$ cat config.mk
export PLATFORM = sky130hd
export DESIGN_NAME = i2c_bus_timeout_monitor
export DESIGN_NICKNAME = d
export VERILOG_FILES = /design/src/verilog/i2c_tmo_pkg.sv /design/src/verilog/subclk_prescaler.sv /design/src/verilog/i2c_bus_timeout_monitor.sv
export SDC_FILE = /design/constraint.sdc
export NUM_CORES = 1
export LEC_CHECK = 0
export BUFFER_PORTS_ARGS = -buffer_cell sky130_fd_sc_hd__buf_2
export CORE_ASPECT_RATIO = 1.4
export CORE_UTILIZATION = 25
export DETAILED_ROUTE_END_ITERATION = 8
export PLACE_DENSITY = 0.49
export SKIP_LAST_GASP = 1
export SLEW_MARGIN = 20
export SYNTH_ARGS = -nofsm -noshare
export SYNTH_HDL_FRONTEND = slang
export SYNTH_HIERARCHICAL = 1
export SYNTH_SLANG_ARGS = --single-unit
$ cat constraint.sdc
create_clock -name core_clk_i -period 4.4 [get_ports core_clk_i]
set_clock_uncertainty 0.2 [all_clocks]
set_input_delay 0.88 -clock core_clk_i [delete_from_list [all_inputs] [get_ports core_clk_i]]
set_output_delay 0.88 -clock core_clk_i [all_outputs]
set_load 0.05 [all_outputs]
$ cat src/verilog/i2c_tmo_pkg.sv
// shared constants and types for the i2c bus time-out monitor
package i2c_tmo_pkg;
    localparam int ADDR_W      = 4;
    localparam int DATA_W      = 8;

    // register offsets
    localparam logic [3:0] OFF_TMO_CTRL = 4'h0;
    localparam logic [3:0] OFF_SLV_ADDR = 4'h1;
    localparam logic [3:0] OFF_CTRL1    = 4'h2;
    localparam logic [3:0] OFF_CTRL0    = 4'h3;
    localparam logic [3:0] OFF_DATA     = 4'h4;
    localparam logic [3:0] OFF_INT_STAT = 4'h5;
    localparam logic [3:0] OFF_INT_MASK = 4'h6;

    // i2c_timeout_control fields
    localparam int TMO_EN_BIT   = 7;
    localparam int TMO_FLAG_BIT = 6;
    localparam int TMO_SEL_W    = 6;

    // serial_control_register_1 fields: two flags set by hardware, then the software field
    localparam int CTRL1_HIT_BIT  = 7;
    localparam int CTRL1_BUSY_BIT = 6;
    localparam int CTRL1_SW_W     = 6;

    // interrupt status / mask fields
    localparam int INT_W         = 2;
    localparam int INT_TMO_BIT   = 0;
    localparam int INT_MATCH_BIT = 1;

    // reset values
    localparam logic [7:0] TMO_CTRL_RST = 8'h00;
    localparam logic [7:0] SLV_ADDR_RST = 8'h00;
    localparam logic [7:0] CTRL1_RST    = 8'h00;
    localparam logic [7:0] CTRL0_RST    = 8'h00;
    localparam logic [7:0] DATA_RST     = 8'h00;
    localparam logic [1:0] INT_RST      = 2'h0;
    localparam logic [7:0] RD_IDLE      = 8'h00;
    localparam logic       PIN_IDLE     = 1'b1;

    // sub clock prescaler and counters
    localparam int         SUB_DIV    = 32;
    localparam int         SUB_DIV_W  = 5;
    localparam logic [4:0] SUB_DIV_LAST = 5'(SUB_DIV - 1);
    localparam int         ADDR_BITS  = 7;
    localparam int         BIT_CNT_W  = 3;
    localparam logic [2:0] ADDR_LAST  = 3'(ADDR_BITS - 1);
    localparam int         TICK_CNT_W = 7;

    typedef enum logic [1:0] {
        ST_IDLE,
        ST_ADDR,
        ST_WATCH
    } mon_state_t;
endpackage

$ cat src/verilog/subclk_prescaler.sv
// sub clock synchroniser and divide-by-32 tick generator
module subclk_prescaler
    import i2c_tmo_pkg::*;
(
    input  wire logic core_clk_i,
    input  wire logic rst_i,
    input  wire logic ce_i,
    input  wire logic sub_clk_i,
    input  wire logic clr_i,
    output logic      tick_o
);
    logic                 sub_meta;
    logic                 sub_sync;
    logic                 sub_prev;
    logic [SUB_DIV_W-1:0] div_cnt;
    wire                  sub_rise = sub_sync & ~sub_prev;
    wire                  div_wrap = sub_rise & (div_cnt == SUB_DIV_LAST);

    always_ff @(posedge core_clk_i) begin
        if (rst_i) begin
            sub_meta <= 1'b0;
            sub_sync <= 1'b0;
            sub_prev <= 1'b0;
        end else if (ce_i) begin
            sub_meta <= sub_clk_i;
            sub_sync <= sub_meta;
            sub_prev <= sub_sync;
        end
    end

    // sub clock over 32
    // clearing the phase keeps each period a whole number of ticks
    always_ff @(posedge core_clk_i) begin
        if (rst_i) begin
            div_cnt <= '0;
            tick_o  <= 1'b0;
        end else if (ce_i) begin
            if (clr_i) begin
                div_cnt <= '0;
            end else if (sub_rise) begin
                div_cnt <= div_wrap ? '0 : div_cnt + 1'b1;
            end
            tick_o <= div_wrap & ~clr_i;
        end
    end
endmodule

$ cat src/verilog/i2c_bus_timeout_monitor.sv
// i2c slave bus time-out monitor with register port and interrupt
//
// Decided for this implementation: the placing of the registers and the strobed register port.
module i2c_bus_timeout_monitor
    import i2c_tmo_pkg::*;
(
    input  wire logic              core_clk_i,
    input  wire logic              rst_i,
    input  wire logic              ce_i,
    input  wire logic              scl_i,
    input  wire logic              sda_i,
    input  wire logic              sub_clk_i,
    input  wire logic [ADDR_W-1:0] addr_i,
    input  wire logic [DATA_W-1:0] wr_data_i,
    input  wire logic              wr_i,
    input  wire logic              rd_i,
    output logic      [DATA_W-1:0] rd_data_o,
    output logic                   irq_o,
    output logic                   i2c_logic_reset_o
);
    function automatic logic reg_hit(input logic [ADDR_W-1:0] a, input logic [ADDR_W-1:0] off);
        reg_hit = (a == off);
    endfunction

    // pin synchronisers: bit 0 scl, bit 1 sda
    logic [1:0] pin_raw;
    logic [1:0] pin_meta;
    logic [1:0] pin_sync;
    logic [1:0] pin_prev;
    assign pin_raw = {sda_i, scl_i};

    genvar g;
    generate
        for (g = 0; g < 2; g++) begin : g_sync
            always_ff @(posedge core_clk_i) begin
                if (rst_i) begin
                    pin_meta[g] <= PIN_IDLE;
                    pin_sync[g] <= PIN_IDLE;
                    pin_prev[g] <= PIN_IDLE;
                end else if (ce_i) begin
                    pin_meta[g] <= pin_raw[g];
                    pin_sync[g] <= pin_meta[g];
                    pin_prev[g] <= pin_sync[g];
                end
            end
        end
    endgenerate

    wire scl   = pin_sync[0];
    wire sda   = pin_sync[1];
    wire scl_p = pin_prev[0];
    wire sda_p = pin_prev[1];

    wire start_det = scl & scl_p & sda_p & ~sda;
    wire stop_det  = scl & scl_p & ~sda_p & sda;
    wire scl_fall  = scl_p & ~scl;
    wire scl_rise  = ~scl_p & scl;

    // registers
    logic [7:0]            tmo_ctrl;
    logic [7:0]            slave_addr;
    logic [7:0]            ctrl1;
    logic [7:0]            ctrl0;
    logic [7:0]            data_reg;
    logic [INT_W-1:0]      int_stat;
    logic [INT_W-1:0]      int_mask;
    mon_state_t            state;
    logic [BIT_CNT_W-1:0]  bit_cnt;
    logic [ADDR_BITS-2:0]  addr_shift;
    logic [TICK_CNT_W-1:0] tick_cnt;
    logic                  tick;

    wire wr_tmo   = wr_i & reg_hit(addr_i, OFF_TMO_CTRL);
    wire wr_saddr = wr_i & reg_hit(addr_i, OFF_SLV_ADDR);
    wire wr_ctrl1 = wr_i & reg_hit(addr_i, OFF_CTRL1);
    wire wr_ctrl0 = wr_i & reg_hit(addr_i, OFF_CTRL0);
    wire wr_data  = wr_i & reg_hit(addr_i, OFF_DATA);
    wire wr_istat = wr_i & reg_hit(addr_i, OFF_INT_STAT);
    wire wr_imask = wr_i & reg_hit(addr_i, OFF_INT_MASK);

    wire                 tmo_en   = tmo_ctrl[TMO_EN_BIT];
    wire [TMO_SEL_W-1:0] tmo_sel  = tmo_ctrl[TMO_SEL_W-1:0];
    wire                 watching = (state == ST_WATCH) & tmo_en;

    // compare seven received bits with stored address
    wire [ADDR_BITS-1:0] rx_addr    = {addr_shift, sda};
    wire                 addr_done  = (state == ST_ADDR) & scl_rise & (bit_cnt == ADDR_LAST);
    wire                 addr_match = addr_done & (rx_addr == slave_addr[7:1]);

    // period reached before the next scl fall
    // tick count equals select value as the next tick arrives, so the period is select value plus one ticks
    wire timeout_hit = watching & tick & ~scl_fall & (tick_cnt == {1'b0, tmo_sel});

    subclk_prescaler u_presc (
        .core_clk_i (core_clk_i),
        .rst_i      (rst_i),
        .ce_i       (ce_i),
        .sub_clk_i  (sub_clk_i),
        .clr_i      (~watching | scl_fall),
        .tick_o     (tick)
    );

    // monitor state machine
    always_ff @(posedge core_clk_i) begin
        if (rst_i) begin
            state      <= ST_IDLE;
            bit_cnt    <= '0;
            addr_shift <= '0;
        end else if (ce_i) begin
            case (state)
                ST_IDLE: begin
                    if (start_det) begin
                        state   <= ST_ADDR;
                        bit_cnt <= '0;
                    end
                end
                ST_ADDR: begin
                    if (stop_det) begin
                        state <= ST_IDLE;
                    end else if (start_det) begin
                        bit_cnt <= '0;
                    end else if (addr_done) begin
                        // start plus match arms the counter
                        state <= addr_match ? ST_WATCH : ST_IDLE;
                    end else if (scl_rise) begin
                        addr_shift <= rx_addr[ADDR_BITS-2:0];
                        bit_cnt    <= bit_cnt + 1'b1;
                    end
                end
                ST_WATCH: begin
                    if (stop_det || timeout_hit) begin
                        state <= ST_IDLE;
                    end else if (start_det) begin
                        state   <= ST_ADDR;
                        bit_cnt <= '0;
                    end
                end
                default: begin
                    state <= ST_IDLE;
                end
            endcase
        end
    end

    // time-out counter
    always_ff @(posedge core_clk_i) begin
        if (rst_i) begin
            tick_cnt <= '0;
        end else if (ce_i) begin
            // held at zero unless enabled and watching
            if (!watching || scl_fall || timeout_hit) begin
                tick_cnt <= '0;
            end else if (tick) begin
                tick_cnt <= tick_cnt + 1'b1;
            end
        end
    end

    // time-out control register
    // overflow clears enable and sets flag
    // flag sticky until written zero; set wins
    // no re-arm; enable stays low until written
    wire [7:0] next_tmo_ctrl = timeout_hit ? {1'b0, 1'b1, wr_tmo ? wr_data_i[TMO_SEL_W-1:0] : tmo_sel}
                             : wr_tmo      ? wr_data_i
                             : tmo_ctrl;

    // control register 1 back to reset value on time-out
    wire [7:0] next_ctrl1 = timeout_hit ? CTRL1_RST
                          : {(ctrl1[CTRL1_HIT_BIT] | addr_match) & ~stop_det & ~start_det,
                             (ctrl1[CTRL1_BUSY_BIT] | start_det) & ~stop_det,
                             wr_ctrl1 ? wr_data_i[CTRL1_SW_W-1:0] : ctrl1[CTRL1_SW_W-1:0]};

    // sticky events, write one clears, new event wins
    wire [INT_W-1:0] int_events    = {addr_match, timeout_hit};
    wire [INT_W-1:0] int_clr       = wr_istat ? wr_data_i[INT_W-1:0] : '0;
    wire [INT_W-1:0] next_int_stat = (int_stat & ~int_clr) | int_events;
    wire [INT_W-1:0] next_int_mask = wr_imask ? wr_data_i[INT_W-1:0] : int_mask;

    always_ff @(posedge core_clk_i) begin
        if (rst_i) begin
            tmo_ctrl   <= TMO_CTRL_RST;
            ctrl1      <= CTRL1_RST;
            int_stat   <= INT_RST;
            int_mask   <= INT_RST;
        end else if (ce_i) begin
            tmo_ctrl   <= next_tmo_ctrl;
            ctrl1      <= next_ctrl1;
            int_stat   <= next_int_stat;
            int_mask   <= next_int_mask;
        end
    end

    // these keep their contents across a time-out
    always_ff @(posedge core_clk_i) begin
        if (rst_i) begin
            slave_addr <= SLV_ADDR_RST;
            ctrl0      <= CTRL0_RST;
            data_reg   <= DATA_RST;
        end else if (ce_i) begin
            if (wr_saddr) begin
                slave_addr <= wr_data_i;
            end
            if (wr_ctrl0) begin
                ctrl0 <= wr_data_i;
            end
            if (wr_data) begin
                data_reg <= wr_data_i;
            end
        end
    end

    // read mux, unmapped offsets read zero
    wire [7:0] rd_mux = reg_hit(addr_i, OFF_TMO_CTRL) ? tmo_ctrl
                      : reg_hit(addr_i, OFF_SLV_ADDR) ? slave_addr
                      : reg_hit(addr_i, OFF_CTRL1)    ? ctrl1
                      : reg_hit(addr_i, OFF_CTRL0)    ? ctrl0
                      : reg_hit(addr_i, OFF_DATA)     ? data_reg
                      : reg_hit(addr_i, OFF_INT_STAT) ? {{(8-INT_W){1'b0}}, int_stat}
                      : reg_hit(addr_i, OFF_INT_MASK) ? {{(8-INT_W){1'b0}}, int_mask}
                      : RD_IDLE;

    always_ff @(posedge core_clk_i) begin
        if (rst_i) begin
            rd_data_o         <= RD_IDLE;
            irq_o             <= 1'b0;
            i2c_logic_reset_o <= 1'b0;
        end else if (ce_i) begin
            rd_data_o         <= rd_i ? rd_mux : RD_IDLE;
            // time-out shares the i2c interrupt line
            irq_o             <= |(next_int_stat & next_int_mask);
            // one-cycle reset to the i2c shift logic
            i2c_logic_reset_o <= timeout_hit;
        end
    end
endmodule

After elaboration in Yosys (flattened, before gate mapping)
Cells that the tools add are included.

Bits in registers: 87. Input bits: 20. Output and inout port bits: 10. Logic and storage cells: 150.

Add/subtract/negate cells: 3. Equality and inequality tests: 18. Muxes and demuxes: 34. Bitwise logic cells: 45. Reduce and logical (&&, ||, !) cells: 23.

Operators with widths (count): $mux W8 (9); $and A1 B1 Y1 (27); $mux W2 (10); $mux W3 (6); $reduce_and A2 Y1 (8); $mux W5 (3); $mux W7 (2); $eq A4 B3 Y1 const B (3); $mux W6 (2); $ne A3 B3 Y1 const B (4); $reduce_and A6 Y1 (2); $not A1 Y1 (11); $pmux W3 S3 (1); $eq A4 B2 Y1 const B (2); $reduce_bool A2 Y1 (4); $add A7 B1 Y7 const B (1); $eq A7 B6 Y1 (1); $eq A7 B7 Y1 (1); $pmux W2 S3 (1); $add A5 B1 Y5 const B (1); $eq A5 B5 Y1 const B (1); $and A2 B2 Y2 (2); $eq A4 B1 Y1 const B (1); $logic_not A4 Y1 (1); 14 further kinds (19).

Longest topological paths before layout
Gate-level depths: netlist (run 1).

Depth in word-level cells: 10. Gate-level depth with buffers: 7. Gate-level depth less buffers: 7.

Hierarchy
The synthesis (run 1) kept the hierarchy.

By module, submodules not included: i2c_bus_timeout_monitor (times used 1, cells each 428, area an instance 3727.3 um^2); subclk_prescaler (times used 1, cells each 44, area an instance 421.7 um^2).

Least setup slack after synthesis (run 1)
Ideal clock, no wire load.

Path type: input -> register. From: in addr_i[3]. To: reg rd_data_o[7]. Library setup time: 0.132 ns. Data arrival time: 1.990 ns. Required time: 4.068 ns. Slack: 2.078 ns. Stages on the path: 7. Buffers on the path: 3. Path through: or2_1 -> clkbuf_1 -> or2_1 -> buf_2 -> buf_2 -> o2111ai_1 -> a21oi_1.

Cells in the longest elaborated chain, start to end: 7. Elaborated cells between the ends (all ways): 11. Classes of those cells: eq/ne (4); mux (6); reduce/logical (1).

RTL lines: start: declaration (RTL line i2c_bus_timeout_monitor.sv:13) `input wire logic [ADDR_W-1:0] addr_i,`; $eq A4 B3 Y1 (RTL line i2c_bus_timeout_monitor.sv:22) `reg_hit = (a == off);`; $mux W8 (RTL line i2c_bus_timeout_monitor.sv:217) `: reg_hit(addr_i, OFF_DATA) ? data_reg`; $mux W8 (RTL line i2c_bus_timeout_monitor.sv:216) `: reg_hit(addr_i, OFF_CTRL0) ? ctrl0`; $mux W8 (RTL line i2c_bus_timeout_monitor.sv:215) `: reg_hit(addr_i, OFF_CTRL1) ? ctrl1`; $mux W8 (RTL line i2c_bus_timeout_monitor.sv:214) `: reg_hit(addr_i, OFF_SLV_ADDR) ? slave_addr`; $mux W8 (*) (RTL line i2c_bus_timeout_monitor.sv:213) `wire [7:0] rd_mux = reg_hit(addr_i, OFF_TMO_CTRL) ? tmo_ctrl`; $mux W8 (*) (RTL line i2c_bus_timeout_monitor.sv:228) `rd_data_o <= rd_i ? rd_mux : RD_IDLE;`; end signal: assignment (RTL line i2c_bus_timeout_monitor.sv:228); end: declaration (RTL line i2c_bus_timeout_monitor.sv:17) `output logic [DATA_W-1:0] rd_data_o,`.

Mark *: on every way between the ends. The rest lies on a longest branch, timed or not. A chain may end at the register's enable or synchronous reset.

Final worst setup path (run 1)
From: in addr_i[0]. To: reg data_reg[2].

Cells in the longest elaborated chain, start to end: 3.

RTL lines: $eq A4 B3 Y1 (RTL line i2c_bus_timeout_monitor.sv:22); $and A1 B1 Y1 (RTL line i2c_bus_timeout_monitor.sv:77) `wire wr_data = wr_i & reg_hit(addr_i, OFF_DATA);`; $reduce_and A2 Y1 (no line); end signal: assignment (RTL line i2c_bus_timeout_monitor.sv:207) `data_reg <= wr_data_i;`; end: declaration (RTL line i2c_bus_timeout_monitor.sv:64) `logic [7:0] data_reg;`.

Every way passes these cells.

==> results of run 1 <==
==> layout make-up <==
class                           count  area share [%]
Inverter                           10           0.797
Clock inverter                      6            1.46
Sequential cell                    87            37.0
Timing Repair Buffer               32            3.56
Multi-Input combinational cell    350            47.1
Clock buffer                       10            4.86
Tap cell                          199            5.28
==> logic make-up after synthesis <==
logic type,Yosys count,synth area share [%]
fa+ha+maj,5,1.51
mux,39,9.41
buf+inv,35,4.55
simple gates,174,21.0
xor+xnor,19,4.01
flops,87,42.0
compound gates,113,17.6
==> power by group <==
part / total, mW / internal (mW) / switching, mW
Sequential: 0.801 / 0.795 / 0.00650
Clock: 0.761 / 0.442 / 0.319
Combinational: 0.102 / 0.0304 / 0.0717
Total: 1.66 / 1.27 / 0.397
==> metal layers <==
layer  vias up  global-route usage, %
li1       1713                      -
met1      1628                   14.7
met2        69                   25.3
met3        20                   2.43
met4         0                   6.35
met5         -                      0
==> worst max-delay path: cells and delay by family <==
kind / cells / cell delay, ns
AND/OR/NAND/NOR: 3 / 1.32
buffers and inverters: 1 / 0.23
multiplexers: 1 / 0.27
==> path summary, 6_finish.rpt <==
path | endpoint | cells after the start | from
setup / recovery | data_reg[2] | 5 | addr_i[0]
hold reg to reg | rd_data_o[0] | 2 | rd_data_o[0]
setup reg to reg | ctrl1[7] | 7 | bit_cnt[0]
hold / removal | rd_data_o[0] | 2 | rd_data_o[0]
==> Yosys cell counts, drive strengths merged, types with 2 or more instances <==
cell type / instances
nor2b: 6
or2: 3
nand2: 52
inv: 9
a211o: 2
o221ai: 5
nand3: 10
o2111ai: 3
a22oi: 7
and2b: 2
buf: 12
clkbuf: 13
mux2i: 39
dfxtp: 87
o21ai: 23
ha: 5
nand4: 5
a22o: 6
o22ai: 2
and4b: 3
o21a: 3
a21boi: 4
nor2: 57
xor2: 8
nand2b: 2
a31oi: 3
a211oi: 2
and4bb: 2
a21oi: 41
and3: 2
xnor2: 11
a221oi: 2
o31ai: 2
and2: 6
nand3b: 3
nor3: 14
==> metrics by stage <==
step / cells / hold slack, ns / worst slack [ns] / utilization, % / power, mW
CTS: 694 / 0.272 / 1.73 / 29.1 / 1.69
global route: 694 / 0.289 / 1.57 / 29.1 / 1.74
global placement: 678 / 0.256 / 1.40 / 27.3 / 0.921
floorplan: 472 / 0.241 / 2.08 / - / 0.888
finish: 694 / 0.264 / 1.71 / 29.1 / 1.66
detailed placement: 678 / 0.263 / 1.37 / 27.3 / 0.921
==> metrics.csv, run 1 <==
metric,value,unit
holdCritPathClass,register to register,
yosysSeqAreaShare,42.0,%
cp_data_arrival_time,2.71,ns
ys_types,65,
startpoint_type,input pin,
layout-drive-gt1-share,12.1,%
syn_inst,472,
yosysTopAreaCell,dfxtp_1,
grt_pass1_wl,18.2,mm
max-clock-path-buffers,2,
leakage,1.72,nW
async_reset_ff_share,0,%
wl_per_cell,16.0,µm
num_io_pins,30,
vias,3430,
grt_pass1_vias,3402,
cts_made_buffers,9,
top_layer,met4,
crit_chain,"buf_2, nor3_1, nor2b_1, mux2i_1, nor2_1",
port_buffers,29,
cts_resized,0,
syn_area,4150,µm²
path_class,input pin to register,
synth_edf_count,0,
root_buffer,clkbuf_16,
hold_viol,0,
clk_latency,0.34,ns
die_h,154,µm
maxCapViolCount,0,
tightest_slew,0.844,ns
ys_warn_count,6,
p_per_area,353,nW/µm²
viasPerCell,4.94,
clkTransAtPathRegs,0.06,ns
tns,0,ns
rrSetupSlack,2.07,ns
rsz0062_at_grt,no,
gp_congestion,0.909,
status,"finished, final reports clean",
seq_area,1740,µm²
die_x,111,µm
clock_sinks,87,
cts_setup_buffers,0,
setup_viol,0,
diodes,0,
wl_met2,5.94,mm
final_nets,515,
antenna_found_initial,0,
cts_tree,built,
synth_top_cell_area_share,42.0,%
fin_crit_sh,61.1,%
wl_met1,4.42,mm
row_count,55,
drt-initial-drc-count,206,
start_util,25.7,%
critPathRequiredTime,4.42,ns
ys.flop_type,dfxtp_1,
grt_overflow,0,
crit_path_max_incr_delay,0.75,ns
period_minus_slack,2.69,ns
cp_slowest_cell,nor2b_1,
fmax,372,MHz
path_max_fanout,22,
final_antenna_net_count,0,
area_growth,13.6,%
cts_max_level,3,
ys_ff_latch,87,
dpl-instance-area,4410,µm²
grt_use_total,13.5,%
core-area,16200,µm²
final_common_cell,dfxtp_1,
dieArea,17100,µm²
wl,11.1,mm
slew_headroom,43.6,%
hpwl,8.37,mm
avgSynthCellArea,8.79,µm²
holdBufCountCts,0,
slew_viol_final,0,
multi_input_area,2220,µm²
grt_max_degree,39,
fillCellCount,1682,
met3WireLength,344,µm
ir_drop,0.000194,V
final_area,4710,µm²
post-route-drc-count,0,
syn_nets,497,
final_cell_mix,"dfxtp_1 (87), nor2_1 (56), nand2_1 (52)",
synth_area_leaders,"dfxtp_1 (42%), mux2i_1 (9.4%), nor2_1 (5.1%)",
end_kind,register,
first_pass_iters,4,
Note: power is estimated with default switching activity, not from simulation.
==> inputs of run 2 (changes only) <==
==> constraint.sdc (replaced) <==
create_clock -name core_clk_i -period 2.5 [get_ports core_clk_i]
set_clock_uncertainty 0.2 [all_clocks]
set_input_delay 0.5 -clock core_clk_i [delete_from_list [all_inputs] [get_ports core_clk_i]]
set_output_delay 0.5 -clock core_clk_i [all_outputs]
set_load 0.05 [all_outputs]
==> run 2 against run 1 <==
Compared with the run above:
- worst hold slack worse by 0.090 ns
- setup slack worse by 1.4 ns
- count of clock-buffer cells in the layout stayed put
- largest cell class unchanged
- sequential cell count stayed put
- register-to-register slack worse by 1.7 ns
- clock power is 96% higher
- first-iteration DRC count is 53% lower
- non-clock buffer count is 10 higher
==> metrics.csv, run 2 (synthesis gave the netlist of run 1 again) <==
metric,value,unit
slew_headroom,62.5,%
fillCellCount,1695,
switching_share,23.3,%
clock_sinks,87,
period_minus_slack,2.16,ns
crit_chain,"inv_1, ha_1, nand2_1, or4_1, nor4_2, nand2_1, a221oi_2",
grt_max_degree,43,
crit_buf_inv,1,
stdcell_count,704,
cpMostUsedCell,nand2_1,
hpwl,8.37,mm
grt_overflow,0,
path_class,register to register,
clkTransAtPathRegs,0.07,ns
fin_crit_sh,86.2,%
clk_latency,0.34,ns
antenna_found_initial,0,
cp_data_arrival_time,2.21,ns
num_io_pins,30,
gp_congestion,0.814,
critPathTopFamily,simple AND/OR/NAND/NOR gates,
maxCapViolCount,0,
cts_setup_buffers,0,
dp.cells,688,
vias,3501,
wl,11.2,mm
grt_use_total,13.5,%
cp_slowest_cell,or4_1,
grt_pass1_wl,18.4,mm
holdBufCountCts,0,
cts_resized,0,
status,"finished, final reports clean",
ir_drop,0.000430,V
die_x,111,µm
leakage,1.80,nW
path_max_fanout,4,
root_buffer,clkbuf_16,
final_nets,525,
p_comb_share,6.1,%
rsz0062_at_grt,no,
hold_viol,0,
layout-drive-gt1-share,14.1,%
grt_pass1_vias,3501,
holdCritPathClass,input pin to register,
end_kind,register,
crit_path_max_incr_delay,0.55,ns
critPathRequiredTime,2.55,ns
dieArea,17100,µm²
viasPerCell,4.97,
final_cell_mix,"dfxtp_1 (87), nor2_1 (56), nand2_1 (52)",
core-area,16200,µm²
final_antenna_net_count,0,
switchingPower,0.719,mW
setup_viol,0,
port_buffers,29,
cts_made_buffers,9,
cts_max_level,3,
diodes,0,
internal_power,2.37,mW
tightest_slew,0.563,ns
final_common_cell,dfxtp_1,
area_growth,16.5,%
seqPwrFrac,45.7,%
startpoint_type,register,
start_util,25.7,%
wl_per_cell,15.9,µm
drt-initial-drc-count,97,
fmax,464,MHz
die_h,154,µm
first_pass_iters,4,
slew_viol_final,0,
post-route-drc-count,0,
tns,0,ns
row_count,55,
clockPowerShare,48.2,%
cts_tree,built,
p_per_area,638,nW/µm²
max-clock-path-buffers,2,
==> run 2: changes by cell type in the layout (fill, tap and decap cells not counted), sizes merged <==
cell,before,now
clkinvlp,4,2
clkinv,1,2
buf,32,42
bufinv,1,2
==> run 2: power by group through the flow <==
| stage | logic (mW) | clock network [mW] | registers, mW |
|---|---|---|---|
| after floorplan | 0.118 | 0 | 1.44 |
| after global placement | 0.187 | 0 | 1.44 |
| after global routing | 0.206 | 1.59 | 1.41 |
| after CTS | 0.189 | 1.52 | 1.41 |
| final | 0.189 | 1.49 | 1.41 |
| after detailed placement | 0.189 | 0 | 1.44 |
==> run 2: final timing paths <==
path,start,end,slack (ns),cells past startpoint
setup / recovery,bit_cnt[0],ctrl1[7],0.34,7
hold / removal,sda_i,pin_meta[1],0.17,3
setup reg to reg,bit_cnt[0],ctrl1[7],0.34,7
hold reg to reg,rd_data_o[0],rd_data_o[0],0.26,2
==> run 2: worst min-delay path: stages <==
cell,delay (ns)
buf_2,0.08
mux2i_1,0.06
nand2_1,0.05
==> run 2: metal layers <==
layer	share of wire [%]	track usage [%]	up-vias
li1	-	-	1734
met1	41	15.2	1669
met2	52	24.9	78
met3	3.6	2.43	20
met4	2.7	5.78	0
met5	0	0	-
==> run 2: area by class of cell <==
| class | instances | area (µm²) | share of cell area (%) |
|---|---|---|---|
| multi-input cells | 350 | 2220 | 45.9 |
| flip-flops and latches | 87 | 1740 | 36.0 |
| repair buffers | 42 | 255 | 5.28 |
| well taps | 199 | 249 | 5.15 |
| clock buffers | 10 | 239 | 4.94 |
| clock inverters | 6 | 92.6 | 1.92 |
| inverters | 10 | 37.5 | 0.777 |
==> run 2: through the flow <==
| step | hold WS [ns] | cell area (µm²) | util, % | power (mW) | worst slack (ns) |
|---|---|---|---|---|---|
| final | 0.174 | 4830 | 29.9 | 3.09 | 0.344 |
| after global routing | 0.193 | 4830 | 29.9 | 3.20 | 0.202 |
| after CTS | 0.171 | 4830 | 29.9 | 3.12 | 0.342 |
| after detailed placement | 0.254 | 4500 | 27.8 | 1.63 | 0.161 |
| after global placement | 0.248 | 4500 | 27.8 | 1.63 | 0.210 |
| after floorplan | 0.241 | 4150 | - | 1.56 | 0.558 |
